**src/verilog/uart_chan_regs.svh**
```systemverilog
// Register offsets, field positions and reset values for one serial channel
`ifndef UART_CHAN_REGS_SVH
`define UART_CHAN_REGS_SVH

// ---------------------------------------------------------------------------
// Register offsets (three address lines)
// ---------------------------------------------------------------------------
`define ADDR_HOLDING      3'h0
`define ADDR_INT_ENABLE   3'h1
`define ADDR_INT_FIFO     3'h2
`define ADDR_LINE_FORMAT  3'h3
`define ADDR_MODEM_CTRL   3'h4
`define ADDR_LINE_STATE   3'h5
`define ADDR_MODEM_STATE  3'h6
`define ADDR_SCRATCH      3'h7

// ---------------------------------------------------------------------------
// Gating values and field positions
// ---------------------------------------------------------------------------
`define LF_ENHANCED_KEY   8'hbf
`define LF_ALT_KEY        3'h4
`define LF_GATE_BIT       7
`define EF_ENHANCED_BIT   4
`define MC_CLOCK_SEL_BIT  7
`define MC_THRESH_EN_BIT  6
`define MC_LOOPBACK_BIT   4
`define MC_READY_EN_BIT   2
`define FS_TX_TRIG_HI     5
`define FS_TX_TRIG_LO     4
`define FS_RX_RESET_BIT   1
`define FS_TX_RESET_BIT   2

// ---------------------------------------------------------------------------
// Reset values
// ---------------------------------------------------------------------------
`define RST_LINE_FORMAT   8'h1d
`define RST_BYTE          8'h00

`endif

```
**src/verilog/uart_chan_pkg.sv**
```systemverilog
// Types shared by the channel register select block
package uart_chan_pkg;

   // ------------------------------------------------------------------------
   // Host bus request, one per clock
   // ------------------------------------------------------------------------
   typedef struct packed {
      logic       rd;     // Read strobe, chip selected
      logic       wr;     // Write strobe, chip selected
      logic [2:0] addr;   // Register address
      logic [7:0] wdata;  // Write data
   } bus_req_t;

   // ------------------------------------------------------------------------
   // Decoded register targets
   // ------------------------------------------------------------------------
   typedef enum logic [4:0] {
      sel_none, sel_holding, sel_int_enable, sel_int_id, sel_fifo_setup,
      sel_line_format, sel_modem_control, sel_line_state, sel_modem_state,
      sel_scratch, sel_div_low, sel_div_high, sel_alt_function,
      sel_enhanced, sel_resume1, sel_resume2, sel_pause1, sel_pause2,
      sel_threshold, sel_trigger, sel_ready_sum
   } reg_sel_t;

   // ------------------------------------------------------------------------
   // Bus access phase (Gray coded along idle -> active -> done)
   // ------------------------------------------------------------------------
   typedef enum logic [1:0] {
      ph_idle   = 2'b00,
      ph_active = 2'b01,
      ph_done   = 2'b11
   } bus_phase_t;

endpackage : uart_chan_pkg

```
**src/verilog/byte_reg.sv**
```systemverilog
// One host-writable byte with a per-bit write protect mask
`timescale 1ns/1ps
module byte_reg #(
   parameter logic [7:0] RESET = 8'h00
) (
   input  wire logic       clk_in,    // Device clock
   input  wire logic       rstn_in,   // Synchronous reset, active low
   input  wire logic       we_in,     // Write strobe, one cycle
   input  wire logic [7:0] mask_in,   // Bits allowed to change
   input  wire logic [7:0] wdata_in,  // Write data
   output logic      [7:0] q_out      // Stored byte
);

   // Protected bits keep their old value on write
   always_ff @(posedge clk_in) begin
      if (!rstn_in) begin
         q_out <= RESET;
      end else if (we_in) begin
         q_out <= (wdata_in & mask_in) | (q_out & ~mask_in);
      end
   end

endmodule : byte_reg

```
**src/verilog/pin_sync.sv**
```systemverilog
// Three-stage synchroniser with agreement of the last two stages
`timescale 1ns/1ps
module pin_sync #(
   parameter int WIDTH = 1
) (
   input  wire logic             clk_in,   // Device clock
   input  wire logic             rstn_in,  // Synchronous reset, active low
   input  wire logic [WIDTH-1:0] d_in,     // Asynchronous level
   output logic      [WIDTH-1:0] q_out     // Filtered level
);

   // ------------------------------------------------------------------------
   // Stages
   // ------------------------------------------------------------------------
   logic [WIDTH-1:0] meta;   // First stage, read only by the second
   logic [WIDTH-1:0] s2;     // Second stage
   logic [WIDTH-1:0] s3;     // Third stage

   // Shift chain
   always_ff @(posedge clk_in) begin
      if (!rstn_in) begin
         meta <= '0;
         s2   <= '0;
         s3   <= '0;
      end else begin
         meta <= d_in;
         s2   <= meta;
         s3   <= s2;
      end
   end

   // A change is taken once the two later stages agree, per bit
   always_ff @(posedge clk_in) begin
      if (!rstn_in) begin
         q_out <= '0;
      end else begin
         q_out <= (s2 & s3) | (q_out & (s2 | s3));
      end
   end

endmodule : pin_sync

```
**src/verilog/uart_chan_select.sv**
```systemverilog
// Register select and register layout for one serial channel
//
// Behaviour
// - Target chosen by address plus gating bits
// - Address 0 reads rx, writes tx holding
// - Address 1 is interrupt enable byte
// - Address 2 read gives interrupt identification
// - Address 2 write is fifo setup byte
// - Line format at 3 always reachable
// - Modem control at 4 outside enhanced state
// - Address 5 reads line state byte
// - Address 6 reads modem state byte
// - Address 7 is scratch byte normally
// - Gate bit maps divisor bytes at 0,1
// - Format 100 maps alternate function at 2
// - Key 0xbf maps enhanced and flow characters
// - Enhanced feature byte bit layout
// - Threshold/trigger bytes need both enable bits
// - Ready summary at 7 when enabled
// - Modem clock select protected by enhanced bit
// - Tx trigger field protected by enhanced bit
`timescale 1ns/1ps
`include "uart_chan_regs.svh"
module uart_chan_select
   import uart_chan_pkg::*;
(
   input  wire logic       clk_in,           // Device clock, 10 MHz
   input  wire logic       rstn_in,          // Synchronous reset, active low
   input  wire logic [3:0] cs_n_in,          // Channel selects, active low
   input  wire logic       rd_n_in,          // Read strobe, active low
   input  wire logic       wr_n_in,          // Write strobe, active low
   input  wire logic [2:0] addr_in,          // Register address
   input  wire logic [7:0] data_in,          // Data from host
   output logic      [7:0] data_out,         // Data to host
   output logic            data_oe_out,      // Data pins driven
   input  wire logic [7:0] rx_holding_in,    // Receive data from core
   output logic            rx_read_out,      // Pulse: receive byte taken
   output logic      [7:0] tx_holding_out,   // Transmit data to core
   output logic            tx_write_out,     // Pulse: transmit byte loaded
   input  wire logic [7:0] int_source_in,    // Interrupt id low bits
   input  wire logic [7:0] line_state_in,    // Line state from core
   input  wire logic [7:0] modem_state_in,   // Modem state from core
   input  wire logic [3:0] rx_ready_in,      // Rx ready, channels D..A
   input  wire logic [3:0] tx_ready_in,      // Tx ready, channels D..A
   output logic      [7:0] interrupt_enable_out,  // Interrupt enable byte
   output logic      [7:0] fifo_setup_out,        // Fifo setup byte
   output logic            rx_fifo_reset_out,     // Pulse: clear rx fifo
   output logic            tx_fifo_reset_out,     // Pulse: clear tx fifo
   output logic      [7:0] line_format_out,       // Line format byte
   output logic      [7:0] modem_control_out,     // Modem control byte
   output logic     [15:0] baud_divisor_out,      // Baud divisor
   output logic      [7:0] alt_function_out,      // Alternate function
   output logic      [7:0] enhanced_features_out, // Enhanced features
   output logic      [7:0] resume_char_first_out, // First resume char
   output logic      [7:0] resume_char_second_out,// Second resume char
   output logic      [7:0] pause_char_first_out,  // First pause char
   output logic      [7:0] pause_char_second_out, // Second pause char
   output logic      [7:0] flow_threshold_out,    // Flow threshold
   output logic      [7:0] fifo_trigger_levels_out// Trigger levels
);

   // ------------------------------------------------------------------------
   // Pin synchronisation
   // ------------------------------------------------------------------------
   // Host strobes are asynchronous; strobes must last well over two clocks
   // since a change is only seen once two later stages agree.
   logic [14:0] pins_raw;     // Raw strobe, select and address pins
   logic [14:0] pins_sync;    // Filtered copy
   logic [7:0]  wdata_sync;   // Filtered write data
   logic        rd_act;       // Read strobe active, chip selected
   logic        wr_act;       // Write strobe active, chip selected
   bus_req_t    req;          // Request carried as one bundle

   assign pins_raw = {cs_n_in, rd_n_in, wr_n_in, addr_in, 6'h00};

   pin_sync #(.WIDTH(15)) u_pin_sync (
      .clk_in  (clk_in),
      .rstn_in (rstn_in),
      .d_in    (pins_raw),
      .q_out   (pins_sync)
   );

   pin_sync #(.WIDTH(8)) u_data_sync (
      .clk_in  (clk_in),
      .rstn_in (rstn_in),
      .d_in    (data_in),
      .q_out   (wdata_sync)
   );

   // Pins reset to zero, so strobes idle low until released: needs enable
   // by chip select too, which also reads as active low right after reset.
   logic boot_done;           // Set once the synchroniser has settled
   logic [2:0] boot_cnt;      // Settling counter

   // Hold off decoding until the chains carry real pin levels
   always_ff @(posedge clk_in) begin
      if (!rstn_in) begin
         boot_cnt  <= 3'h0;
         boot_done <= 1'b0;
      end else if (!boot_done) begin
         boot_cnt  <= boot_cnt + 3'h1;
         boot_done <= (boot_cnt == 3'h4);
      end
   end

   assign rd_act = boot_done & (pins_sync[14:11] != 4'hf) & !pins_sync[10];
   assign wr_act = boot_done & (pins_sync[14:11] != 4'hf) & !pins_sync[9];

   always_comb begin
      req.rd    = rd_act & !wr_act;
      req.wr    = wr_act & !rd_act;
      req.addr  = pins_sync[8:6];
      req.wdata = wdata_sync;
   end

   // ------------------------------------------------------------------------
   // Access phase: one side effect per strobe
   // ------------------------------------------------------------------------
   bus_phase_t phase;         // Current phase
   bus_phase_t next_phase;    // Next phase
   logic       start_rd;      // First cycle of a read
   logic       start_wr;      // First cycle of a write

   // Phase progression
   always_comb begin
      case (phase)
         ph_idle:   next_phase = (req.rd | req.wr) ? ph_active : ph_idle;
         ph_active: next_phase = ph_done;
         ph_done:   next_phase = (req.rd | req.wr) ? ph_done : ph_idle;
         default:   next_phase = ph_idle;
      endcase
   end

   // Phase register
   always_ff @(posedge clk_in) begin
      if (!rstn_in) begin
         phase <= ph_idle;
      end else begin
         phase <= next_phase;
      end
   end

   assign start_rd = (phase == ph_idle) & req.rd;
   assign start_wr = (phase == ph_idle) & req.wr;

   // ------------------------------------------------------------------------
   // Address decode
   // ------------------------------------------------------------------------
   logic     gate_div;        // Divisor gate set
   logic     gate_alt;        // Alternate function gate
   logic     gate_enh;        // Enhanced access key loaded
   logic     gate_thr;        // Threshold and trigger enabled
   logic     sum_en;          // Ready summary enabled
   reg_sel_t rsel;            // Read target
   reg_sel_t wsel;            // Write target
   logic     cs_sel_any;      // Any channel select low

   assign cs_sel_any = (pins_sync[14:11] != 4'hf);
   assign gate_div = line_format_out[`LF_GATE_BIT];
   assign gate_alt = (line_format_out[7:5] == `LF_ALT_KEY);
   assign gate_enh = (line_format_out == `LF_ENHANCED_KEY);
   assign gate_thr = enhanced_features_out[`EF_ENHANCED_BIT] &
                     modem_control_out[`MC_THRESH_EN_BIT];
   assign sum_en   = (cs_sel_any) & modem_control_out[`MC_READY_EN_BIT] &
                     !modem_control_out[`MC_LOOPBACK_BIT];

   // Read target: address and gating bits together
   always_comb begin
      case (req.addr)
         `ADDR_HOLDING:
            rsel = gate_div ? sel_div_low : sel_holding;
         `ADDR_INT_ENABLE:
            rsel = gate_div ? sel_div_high : sel_int_enable;
         `ADDR_INT_FIFO:
            if (gate_enh)      rsel = sel_enhanced;
            else if (gate_alt) rsel = sel_alt_function;
            else if (gate_div) rsel = sel_none;
            else               rsel = sel_int_id;
         `ADDR_LINE_FORMAT:
            rsel = sel_line_format;
         `ADDR_MODEM_CTRL:
            rsel = gate_enh ? sel_resume1 : sel_modem_control;
         `ADDR_LINE_STATE:
            rsel = gate_enh ? sel_resume2 : sel_line_state;
         `ADDR_MODEM_STATE:
            if (gate_enh)      rsel = sel_pause1;
            else if (gate_thr) rsel = sel_threshold;
            else               rsel = sel_modem_state;
         default:
            if (sum_en)        rsel = sel_ready_sum;
            else if (gate_enh) rsel = sel_pause2;
            else if (gate_thr) rsel = sel_trigger;
            else               rsel = sel_scratch;
      endcase
   end

   // Write target: read-only bytes have no write target
   always_comb begin
      case (rsel)
         sel_holding:    wsel = (req.addr == `ADDR_HOLDING) ?
                                sel_holding : sel_none;
         sel_int_id:     wsel = sel_fifo_setup;
         sel_line_state: wsel = sel_none;
         sel_modem_state:wsel = sel_none;
         sel_ready_sum:  wsel = gate_enh ? sel_pause2 :
                                gate_thr ? sel_trigger : sel_scratch;
         default:        wsel = rsel;
      endcase
   end

   // ------------------------------------------------------------------------
   // Stored bytes
   // ------------------------------------------------------------------------
   logic [7:0] mc_mask;       // Modem control writable bits
   logic [7:0] fs_mask;       // Fifo setup writable bits
   logic       enh_on;        // Enhanced functions enabled

   assign enh_on  = enhanced_features_out[`EF_ENHANCED_BIT];
   // Clock select only changes with enhanced functions on
   assign mc_mask = {enh_on, 7'h7f};
   // Tx trigger field is enhanced; fifo clear bits are never stored
   assign fs_mask = {2'h3, enh_on, enh_on, 4'h9};

   byte_reg u_ier (.clk_in(clk_in), .rstn_in(rstn_in),
      .we_in(start_wr & (wsel == sel_int_enable)), .mask_in(8'hff),
      .wdata_in(req.wdata), .q_out(interrupt_enable_out));
   byte_reg u_fs (.clk_in(clk_in), .rstn_in(rstn_in),
      .we_in(start_wr & (wsel == sel_fifo_setup)), .mask_in(fs_mask),
      .wdata_in(req.wdata), .q_out(fifo_setup_out));
   byte_reg #(.RESET(`RST_LINE_FORMAT)) u_lf (.clk_in(clk_in),
      .rstn_in(rstn_in), .we_in(start_wr & (wsel == sel_line_format)),
      .mask_in(8'hff), .wdata_in(req.wdata),
      .q_out(line_format_out));
   byte_reg u_mc (.clk_in(clk_in), .rstn_in(rstn_in),
      .we_in(start_wr & (wsel == sel_modem_control)), .mask_in(mc_mask),
      .wdata_in(req.wdata), .q_out(modem_control_out));
   byte_reg u_dll (.clk_in(clk_in), .rstn_in(rstn_in),
      .we_in(start_wr & (wsel == sel_div_low)), .mask_in(8'hff),
      .wdata_in(req.wdata), .q_out(baud_divisor_out[7:0]));
   byte_reg u_dlh (.clk_in(clk_in), .rstn_in(rstn_in),
      .we_in(start_wr & (wsel == sel_div_high)), .mask_in(8'hff),
      .wdata_in(req.wdata), .q_out(baud_divisor_out[15:8]));
   byte_reg u_afr (.clk_in(clk_in), .rstn_in(rstn_in),
      .we_in(start_wr & (wsel == sel_alt_function)), .mask_in(8'hff),
      .wdata_in(req.wdata), .q_out(alt_function_out));
   byte_reg u_efr (.clk_in(clk_in), .rstn_in(rstn_in),
      .we_in(start_wr & (wsel == sel_enhanced)), .mask_in(8'hff),
      .wdata_in(req.wdata), .q_out(enhanced_features_out));
   byte_reg u_resume_char_first (.clk_in(clk_in), .rstn_in(rstn_in),
      .we_in(start_wr & (wsel == sel_resume1)), .mask_in(8'hff),
      .wdata_in(req.wdata), .q_out(resume_char_first_out));
   byte_reg u_resume_char_second (.clk_in(clk_in), .rstn_in(rstn_in),
      .we_in(start_wr & (wsel == sel_resume2)), .mask_in(8'hff),
      .wdata_in(req.wdata), .q_out(resume_char_second_out));
   byte_reg u_pause_char_first (.clk_in(clk_in), .rstn_in(rstn_in),
      .we_in(start_wr & (wsel == sel_pause1)), .mask_in(8'hff),
      .wdata_in(req.wdata), .q_out(pause_char_first_out));
   byte_reg u_pause_char_second (.clk_in(clk_in), .rstn_in(rstn_in),
      .we_in(start_wr & (wsel == sel_pause2)), .mask_in(8'hff),
      .wdata_in(req.wdata), .q_out(pause_char_second_out));
   byte_reg u_tcr (.clk_in(clk_in), .rstn_in(rstn_in),
      .we_in(start_wr & (wsel == sel_threshold)), .mask_in(8'hff),
      .wdata_in(req.wdata), .q_out(flow_threshold_out));
   byte_reg u_tlr (.clk_in(clk_in), .rstn_in(rstn_in),
      .we_in(start_wr & (wsel == sel_trigger)), .mask_in(8'hff),
      .wdata_in(req.wdata), .q_out(fifo_trigger_levels_out));

   logic [7:0] scratch_byte;  // General-purpose byte, no side effects
   byte_reg u_spr (.clk_in(clk_in), .rstn_in(rstn_in),
      .we_in(start_wr & (wsel == sel_scratch)), .mask_in(8'hff),
      .wdata_in(req.wdata), .q_out(scratch_byte));

   // ------------------------------------------------------------------------
   // Side-effect pulses
   // ------------------------------------------------------------------------
   // Transmit byte load and fifo clears are one-cycle strobes to the core;
   // the reset bits self-clear, so they are never stored.
   always_ff @(posedge clk_in) begin
      if (!rstn_in) begin
         tx_holding_out    <= `RST_BYTE;
         tx_write_out      <= 1'b0;
         rx_read_out       <= 1'b0;
         rx_fifo_reset_out <= 1'b0;
         tx_fifo_reset_out <= 1'b0;
      end else begin
         tx_write_out      <= start_wr & (wsel == sel_holding);
         rx_read_out       <= start_rd & (rsel == sel_holding);
         rx_fifo_reset_out <= start_wr & (wsel == sel_fifo_setup) &
                              req.wdata[`FS_RX_RESET_BIT];
         tx_fifo_reset_out <= start_wr & (wsel == sel_fifo_setup) &
                              req.wdata[`FS_TX_RESET_BIT];
         if (start_wr & (wsel == sel_holding)) begin
            tx_holding_out <= req.wdata;
         end
      end
   end

   // ------------------------------------------------------------------------
   // Read data
   // ------------------------------------------------------------------------
   logic [7:0] next_rdata;    // Selected read byte

   // Read multiplexer
   always_comb begin
      case (rsel)
         sel_holding:       next_rdata = rx_holding_in;
         sel_int_enable:    next_rdata = interrupt_enable_out;
         // Top bits mirror the fifo enable
         sel_int_id:        next_rdata = {{2{fifo_setup_out[0]}},
                                          int_source_in[5:0]};
         sel_line_format:   next_rdata = line_format_out;
         sel_modem_control: next_rdata = modem_control_out;
         sel_line_state:    next_rdata = line_state_in;
         sel_modem_state:   next_rdata = modem_state_in;
         sel_scratch:       next_rdata = scratch_byte;
         sel_div_low:       next_rdata = baud_divisor_out[7:0];
         sel_div_high:      next_rdata = baud_divisor_out[15:8];
         sel_alt_function:  next_rdata = alt_function_out;
         sel_enhanced:      next_rdata = enhanced_features_out;
         sel_resume1:       next_rdata = resume_char_first_out;
         sel_resume2:       next_rdata = resume_char_second_out;
         sel_pause1:        next_rdata = pause_char_first_out;
         sel_pause2:        next_rdata = pause_char_second_out;
         sel_threshold:     next_rdata = flow_threshold_out;
         sel_trigger:       next_rdata = fifo_trigger_levels_out;
         sel_ready_sum:     next_rdata = {rx_ready_in, tx_ready_in};
         default:           next_rdata = `RST_BYTE;
      endcase
   end

   // Data is latched at strobe start and held for the whole strobe
   always_ff @(posedge clk_in) begin
      if (!rstn_in) begin
         data_out    <= `RST_BYTE;
         data_oe_out <= 1'b0;
      end else begin
         if (start_rd) begin
            data_out <= next_rdata;
         end
         data_oe_out <= req.rd & (start_rd | data_oe_out);
      end
   end

endmodule : uart_chan_select
```
**config.mk**
```make
export PLATFORM = sky130hd
export DESIGN_NAME = uart_chan_select
export DESIGN_NICKNAME = d
export VERILOG_FILES = /design/src/verilog/uart_chan_pkg.sv /design/src/verilog/byte_reg.sv /design/src/verilog/pin_sync.sv /design/src/verilog/uart_chan_select.sv
export VERILOG_INCLUDE_DIRS = /design/src /design/src/verilog
export SDC_FILE = /design/constraint.sdc
export NUM_CORES = 1
export LEC_CHECK = 0
export BUFFER_PORTS_ARGS = -buffer_cell sky130_fd_sc_hd__clkbuf_2
export CAP_MARGIN = 0
export CORE_MARGIN = 10
export CORE_UTILIZATION = 40
export DETAILED_ROUTE_END_ITERATION = 6
export HOLD_SLACK_MARGIN = 0.15
export PLACE_DENSITY = 0.68
export SYNTH_ARGS = -nofsm -noshare
export SYNTH_HDL_FRONTEND = slang
export SYNTH_HIERARCHICAL = 1
export SYNTH_SLANG_ARGS = --single-unit
```
**constraint.sdc**
```tcl
create_clock -name clk_in -period 5.93 [get_ports clk_in]
set_clock_uncertainty 0.15 [all_clocks]
set_input_delay 0 -clock clk_in [delete_from_list [all_inputs] [get_ports clk_in]]
set_output_delay 0 -clock clk_in [all_outputs]
set_load 0.1 [all_outputs]
```
; Yosys cells after proc, flatten, opt, wreduce, memory -nomap -nowiden
; Index checks and enable logic that the tools add are counted.
[classes]
addsub = 1
n_eq_ne = 47
n_mux = 20
bitwise = 48
reduce_logical = 8
[ops]
columns = op, count
row1 = 8-bit case mux with 19 select lines, 1
row2 = 5-bit by 4-bit == test with 1-bit output (second input constant), 15
row3 = 8-bit AND, 6
row4 = 5-bit == test (second input constant), 9
row5 = 5-bit case mux with 7 select lines, 1
row6 = 8-bit OR, 4
row7 = 1-bit AND, 30
row8 = 15-bit AND, 2
row9 = 5-bit by 3-bit == test with 1-bit output (second input constant), 6
row10 = 15-bit OR, 2
row11 = 5-bit two-way mux, 5
row12 = 4-bit two-way mux, 6
row13 = 5-bit case mux with 4 select lines, 1
row14 = 8-bit NOT, 2
row15 = 3-bit == test (second input constant), 5
row16 = 5-bit by 2-bit == test with 1-bit output (second input constant), 3
row17 = 5-bit by 1-bit == test with 1-bit output (second input constant), 2
row18 = 8-bit == test (second input constant), 1
row19 = 3-bit by 2-bit == test with 1-bit output (second input constant), 2
row20 = 2-bit case mux with 3 select lines, 1
row21 = 1-bit logical NOT, 5
row22 = 2-bit two-way mux, 2
row23 = 4-bit inequality test (second input constant), 1
row24 = 3-bit by 1-bit adder with 3-bit output (second input constant), 1
row25 = other kinds (8), 11
[totals]
reg_bits = 239

; Longest topological paths before layout
[depth]
depth_word = 11
depth_mapped = 13

; By module
; Netlist, hierarchy kept.
[by_module_without_submodules]
columns = mod, n_inst, cells_per_inst, area_each_um2, seq_area_each_um2
row1 = byte_reg (u_afr ...), 14, 43, 357.8, 160.2
row2 = uart_chan_select, 1, 362, 2864.0, 540.5
row3 = pin_sync (u_pin_sync), 1, 156, 1761.7, 1201.2
row4 = pin_sync (u_data_sync), 1, 83, 960.9, 640.6
row5 = byte_reg (u_lf), 1, 38, 345.3, 160.2

; Least setup slack after synthesis
; No wires, ideal clock.
[synth_path]
path_type = flip-flop to flip-flop
start = register with a tool-made name
end = register with a tool-made name
setup_time_ns = 0.122
arrival_time_ns = 3.087
setup_slack_ns = 2.572
path_stages_with_launch = 10
path_buffers = 1
period_less_slack_ns = 3.358
cell_sequence = dfxtp_1 nand2_1 o21ai_4 nor2_2 or3_1 or3_1 nor3_1 clkbuf_2 nand2_1 mux2i_1

; Worst setup path in the final report
[layout_path]
start = register u_pin_sync.q_out[14]
end = register data_out[7]
[layout_between]
elab_chain_len = 7
word_cells_on_any_way = 31
classes_between = eq/ne (20) / mux (3) / bitwise (7) / reduce/logical (1)
[layout_lines]
columns = item, line
row1 = "start, declared", pin_sync.sv:9  ; output logic [WIDTH-1:0] q_out
row2 = "start signal, assigned", pin_sync.sv:37  ; q_out <= (s2 & s3) | (q_out & (s2 | s3));
row3 = 4-bit inequality test *, "uart_chan_select.sv:106, uart_chan_select.sv:107, uart_chan_select.sv:158"
row4 = 1-bit AND (2 in series), uart_chan_select.sv:164  ; assign sum_en = (cs_sel_any) & modem_control_out[`MC_READY_EN_BIT] &
row5 = 5-bit two-way mux, uart_chan_select.sv:190  ; if (sum_en) rsel = sel_ready_sum;
row6 = 5-bit case mux with 7 select lines, uart_chan_select.sv:169  ; case (req.addr)
row7 = 5-bit == test (tied with other cells), uart_chan_select.sv:305  ; case (rsel)
row8 = 8-bit case mux with 19 select lines, uart_chan_select.sv:305
row9 = "end signal, assigned", uart_chan_select.sv:334  ; data_out <= `RST_BYTE;
row10 = "end signal, assigned", uart_chan_select.sv:338  ; data_out <= next_rdata;
row11 = "end, declared", uart_chan_select.sv:34  ; output logic [7:0] data_out,
; Every way passes the cells marked *; elsewhere a longest branch is shown, timed or not.
; A chain may end at the register's enable or synchronous reset.

==> metrics <==
CP max stage delay between 0.5 and 0.6 ns; # diodes 0; Design Power between 3 and 4 mW; critical-path cell list nand4_1 -> nand2_1 -> or2_2 -> inv_1 -> ha_1 -> or3b_1 -> a22o_1 -> a221o_1 -> a2111oi_0 -> nand4_1 -> a221oi_1 -> a211oi_1 -> dlygate4sd3_1; antenna violations before repair 0; fillcell total about 2300; Avg Vias per Cell 5.01; DR WL/cell 18.6 um; # DRC 0; routed wire length 34400 um; fin nets between 1500 and 2000; Pleak between 5 and 6 nW; Pre-Repair DR Iteration Count 6; Max Fanout on Critical Path 9; # IOs between 150 and 200; gr ovfl total 0; initial core utilization between 40% and 50%; placed instance count 1754; area grow syn2layout 26.8%; relative slew slack between 20 and 25%; Clk Latency, worst-skew pair 0.53 ns; crit share post-route between 70% and 80%; total track usage roughly 20%; Final setup viols 0; Slowest-stage cell, CP a2111oi_0; syn_area_per_cell just under 9 um^2; CTS H-tree depth 1; Mapped Area a little over 10000 um^2; crit path DAT between 4 and 5 ns; worst vdd ir roughly 240 uV; Hold WC Path Type reg2reg; CTS tree built; post-CTS sizing 0; status finished, final reports clean; Final GP Congestion roughly 0.93; die height 180 um; Max-Cap Viols 0; Critical Path Source Type flip-flop; Worst path most repeated cell nand4_1; post-layout min period 4.47 ns; Port Buffers between 150 and 200; die area 32400 um^2; Reg clk slew, reported paths 0.06 ns; largest net degree at the start of global routing approximately 180; cts bufs inserted 24; Core ar. 25200 um^2; total number of yosys warnings 6; RSZ-0062 raised after global routing no; Antenna Nets Post-Route 0; final hold violations 0; fin cells between 1500 and 2000; global-route wire length before repair between 50000 and 60000 um; Sum Neg Setup Slack 0 ns; row cnt 58; clk sink count about 220; Iter 0 DRT Violations around 910; Post-DP HPWL ~24000 um; Fmax 0.224 GHz; WS Path Type reg2reg; DIE WIDTH between 150 and 200 um; Vias ~9000; root buffer cell clkbuf_16; Final Max Slew Viols 0; kind of end point of the critical path flip-flop; Worst Max-Slew Pin Slew approximately 1.2 ns; vias in the first global route about 8900; Pwr per Cell Area 254 nW/um^2; layout cell share with drive strength beyond 1 between 10% and 20%; Post-Syn Instances 1181; Clock Path Buffers 3; critical path required time 6.18 ns
through the flow:
step	instance area (um^2)	setup WS [ns]	hold WS (ns)	util, %
CTS	13000	1.56	0.286	51.6
detailed placement	11600	2.14	0.0512	46.0
floorplan	10700	2.57	-0.0283	-
global route	13000	1.25	0.298	51.6
finish	13000	1.46	0.283	51.6
global placement	11600	2.16	0.0499	46.0
cell usage in the layout (no fill, tap or decap), types with 5 or more instances in the layout:
| cell | n |
|---|---|
| and3_1 | 9 |
| or2_2 | 5 |
| a211oi_1 | 8 |
| a21boi_1 | 9 |
| nor2_1 | 34 |
| o21ai_0 | 23 |
| a21boi_2 | 6 |
| dlygate4sd3_1 | 53 |
| nor3_1 | 9 |
| inv_1 | 6 |
| nand3_1 | 9 |
| mux2_2 | 8 |
| dfxtp_1 | 215 |
| nor2b_1 | 6 |
| a221oi_1 | 15 |
| mux2i_1 | 133 |
| buf_4 | 8 |
| nand2_1 | 412 |
| clkbuf_2 | 188 |
| clkbuf_16 | 24 |
| conb_1 | 121 |
| a22oi_1 | 14 |
| a222oi_1 | 5 |
| a21oi_1 | 13 |
| clkinv_2 | 5 |
| and2_1 | 60 |
| nand2b_1 | 7 |
| a22o_1 | 8 |
| bufinv_16 | 6 |
power breakdown:
part | total [mW] | internal (mW) | switching, mW | leakage [nW]
logic | 0.177 | 0.0709 | 0.107 | 3.59
clock network | 1.65 | 1.03 | 0.618 | 0.425
registers | 1.48 | 1.47 | 0.0130 | 1.74
worst paths after layout:
check,cells past startpoint,start,slack [ns],end
worst min-delay path,1,u_data_sync/meta[2],0.28,u_data_sync/s2[2]
worst max register to register,13,u_pin_sync/q_out[14],1.46,data_out[7]
worst min register to register,1,u_data_sync/meta[2],0.28,u_data_sync/s2[2]
worst max-delay path,13,u_pin_sync/q_out[14],1.46,data_out[7]
what timing repair did:
| action | CTS | global route |
|---|---|---|
| hold buffers | 53 | 0 |
| buffers inserted | 0 | 0 |
| endpoints found under the hold margin | 105 | 0 |
area by class of cell:
class / instances / area (um^2) / share of cell area, %
clock inverters: 15 / 244 / 1.88
clock buffers: 29 / 639 / 4.92
multi-input cells: 1005 / 5810 / 44.7
inverters: 6 / 22.5 / 0.173
flip-flops and latches: 215 / 4300 / 33.1
repair buffers: 251 / 1570 / 12.1
well taps: 330 / 413 / 3.18
routing by layer:
layer | GRT usage (%) | wire [um]
met5 | 0 | 0
met4 | 7.84 | 1440
met3 | 5.50 | 2980
met2 | 31.4 | 15200
met1 | 25.5 | 14800
critical path: cells and delay by family, from the launching register on:
kind / cells / cell delay [ns]
AOI/OAI and AO/OA: 5 / 1.73
and+or+nand+nor: 5 / 1.33
buffers and inverters: 2 / 0.63
DFF: 1 / 0.33
adders and majority gates: 1 / 0.16
Power figures use the tool's default switching activity.
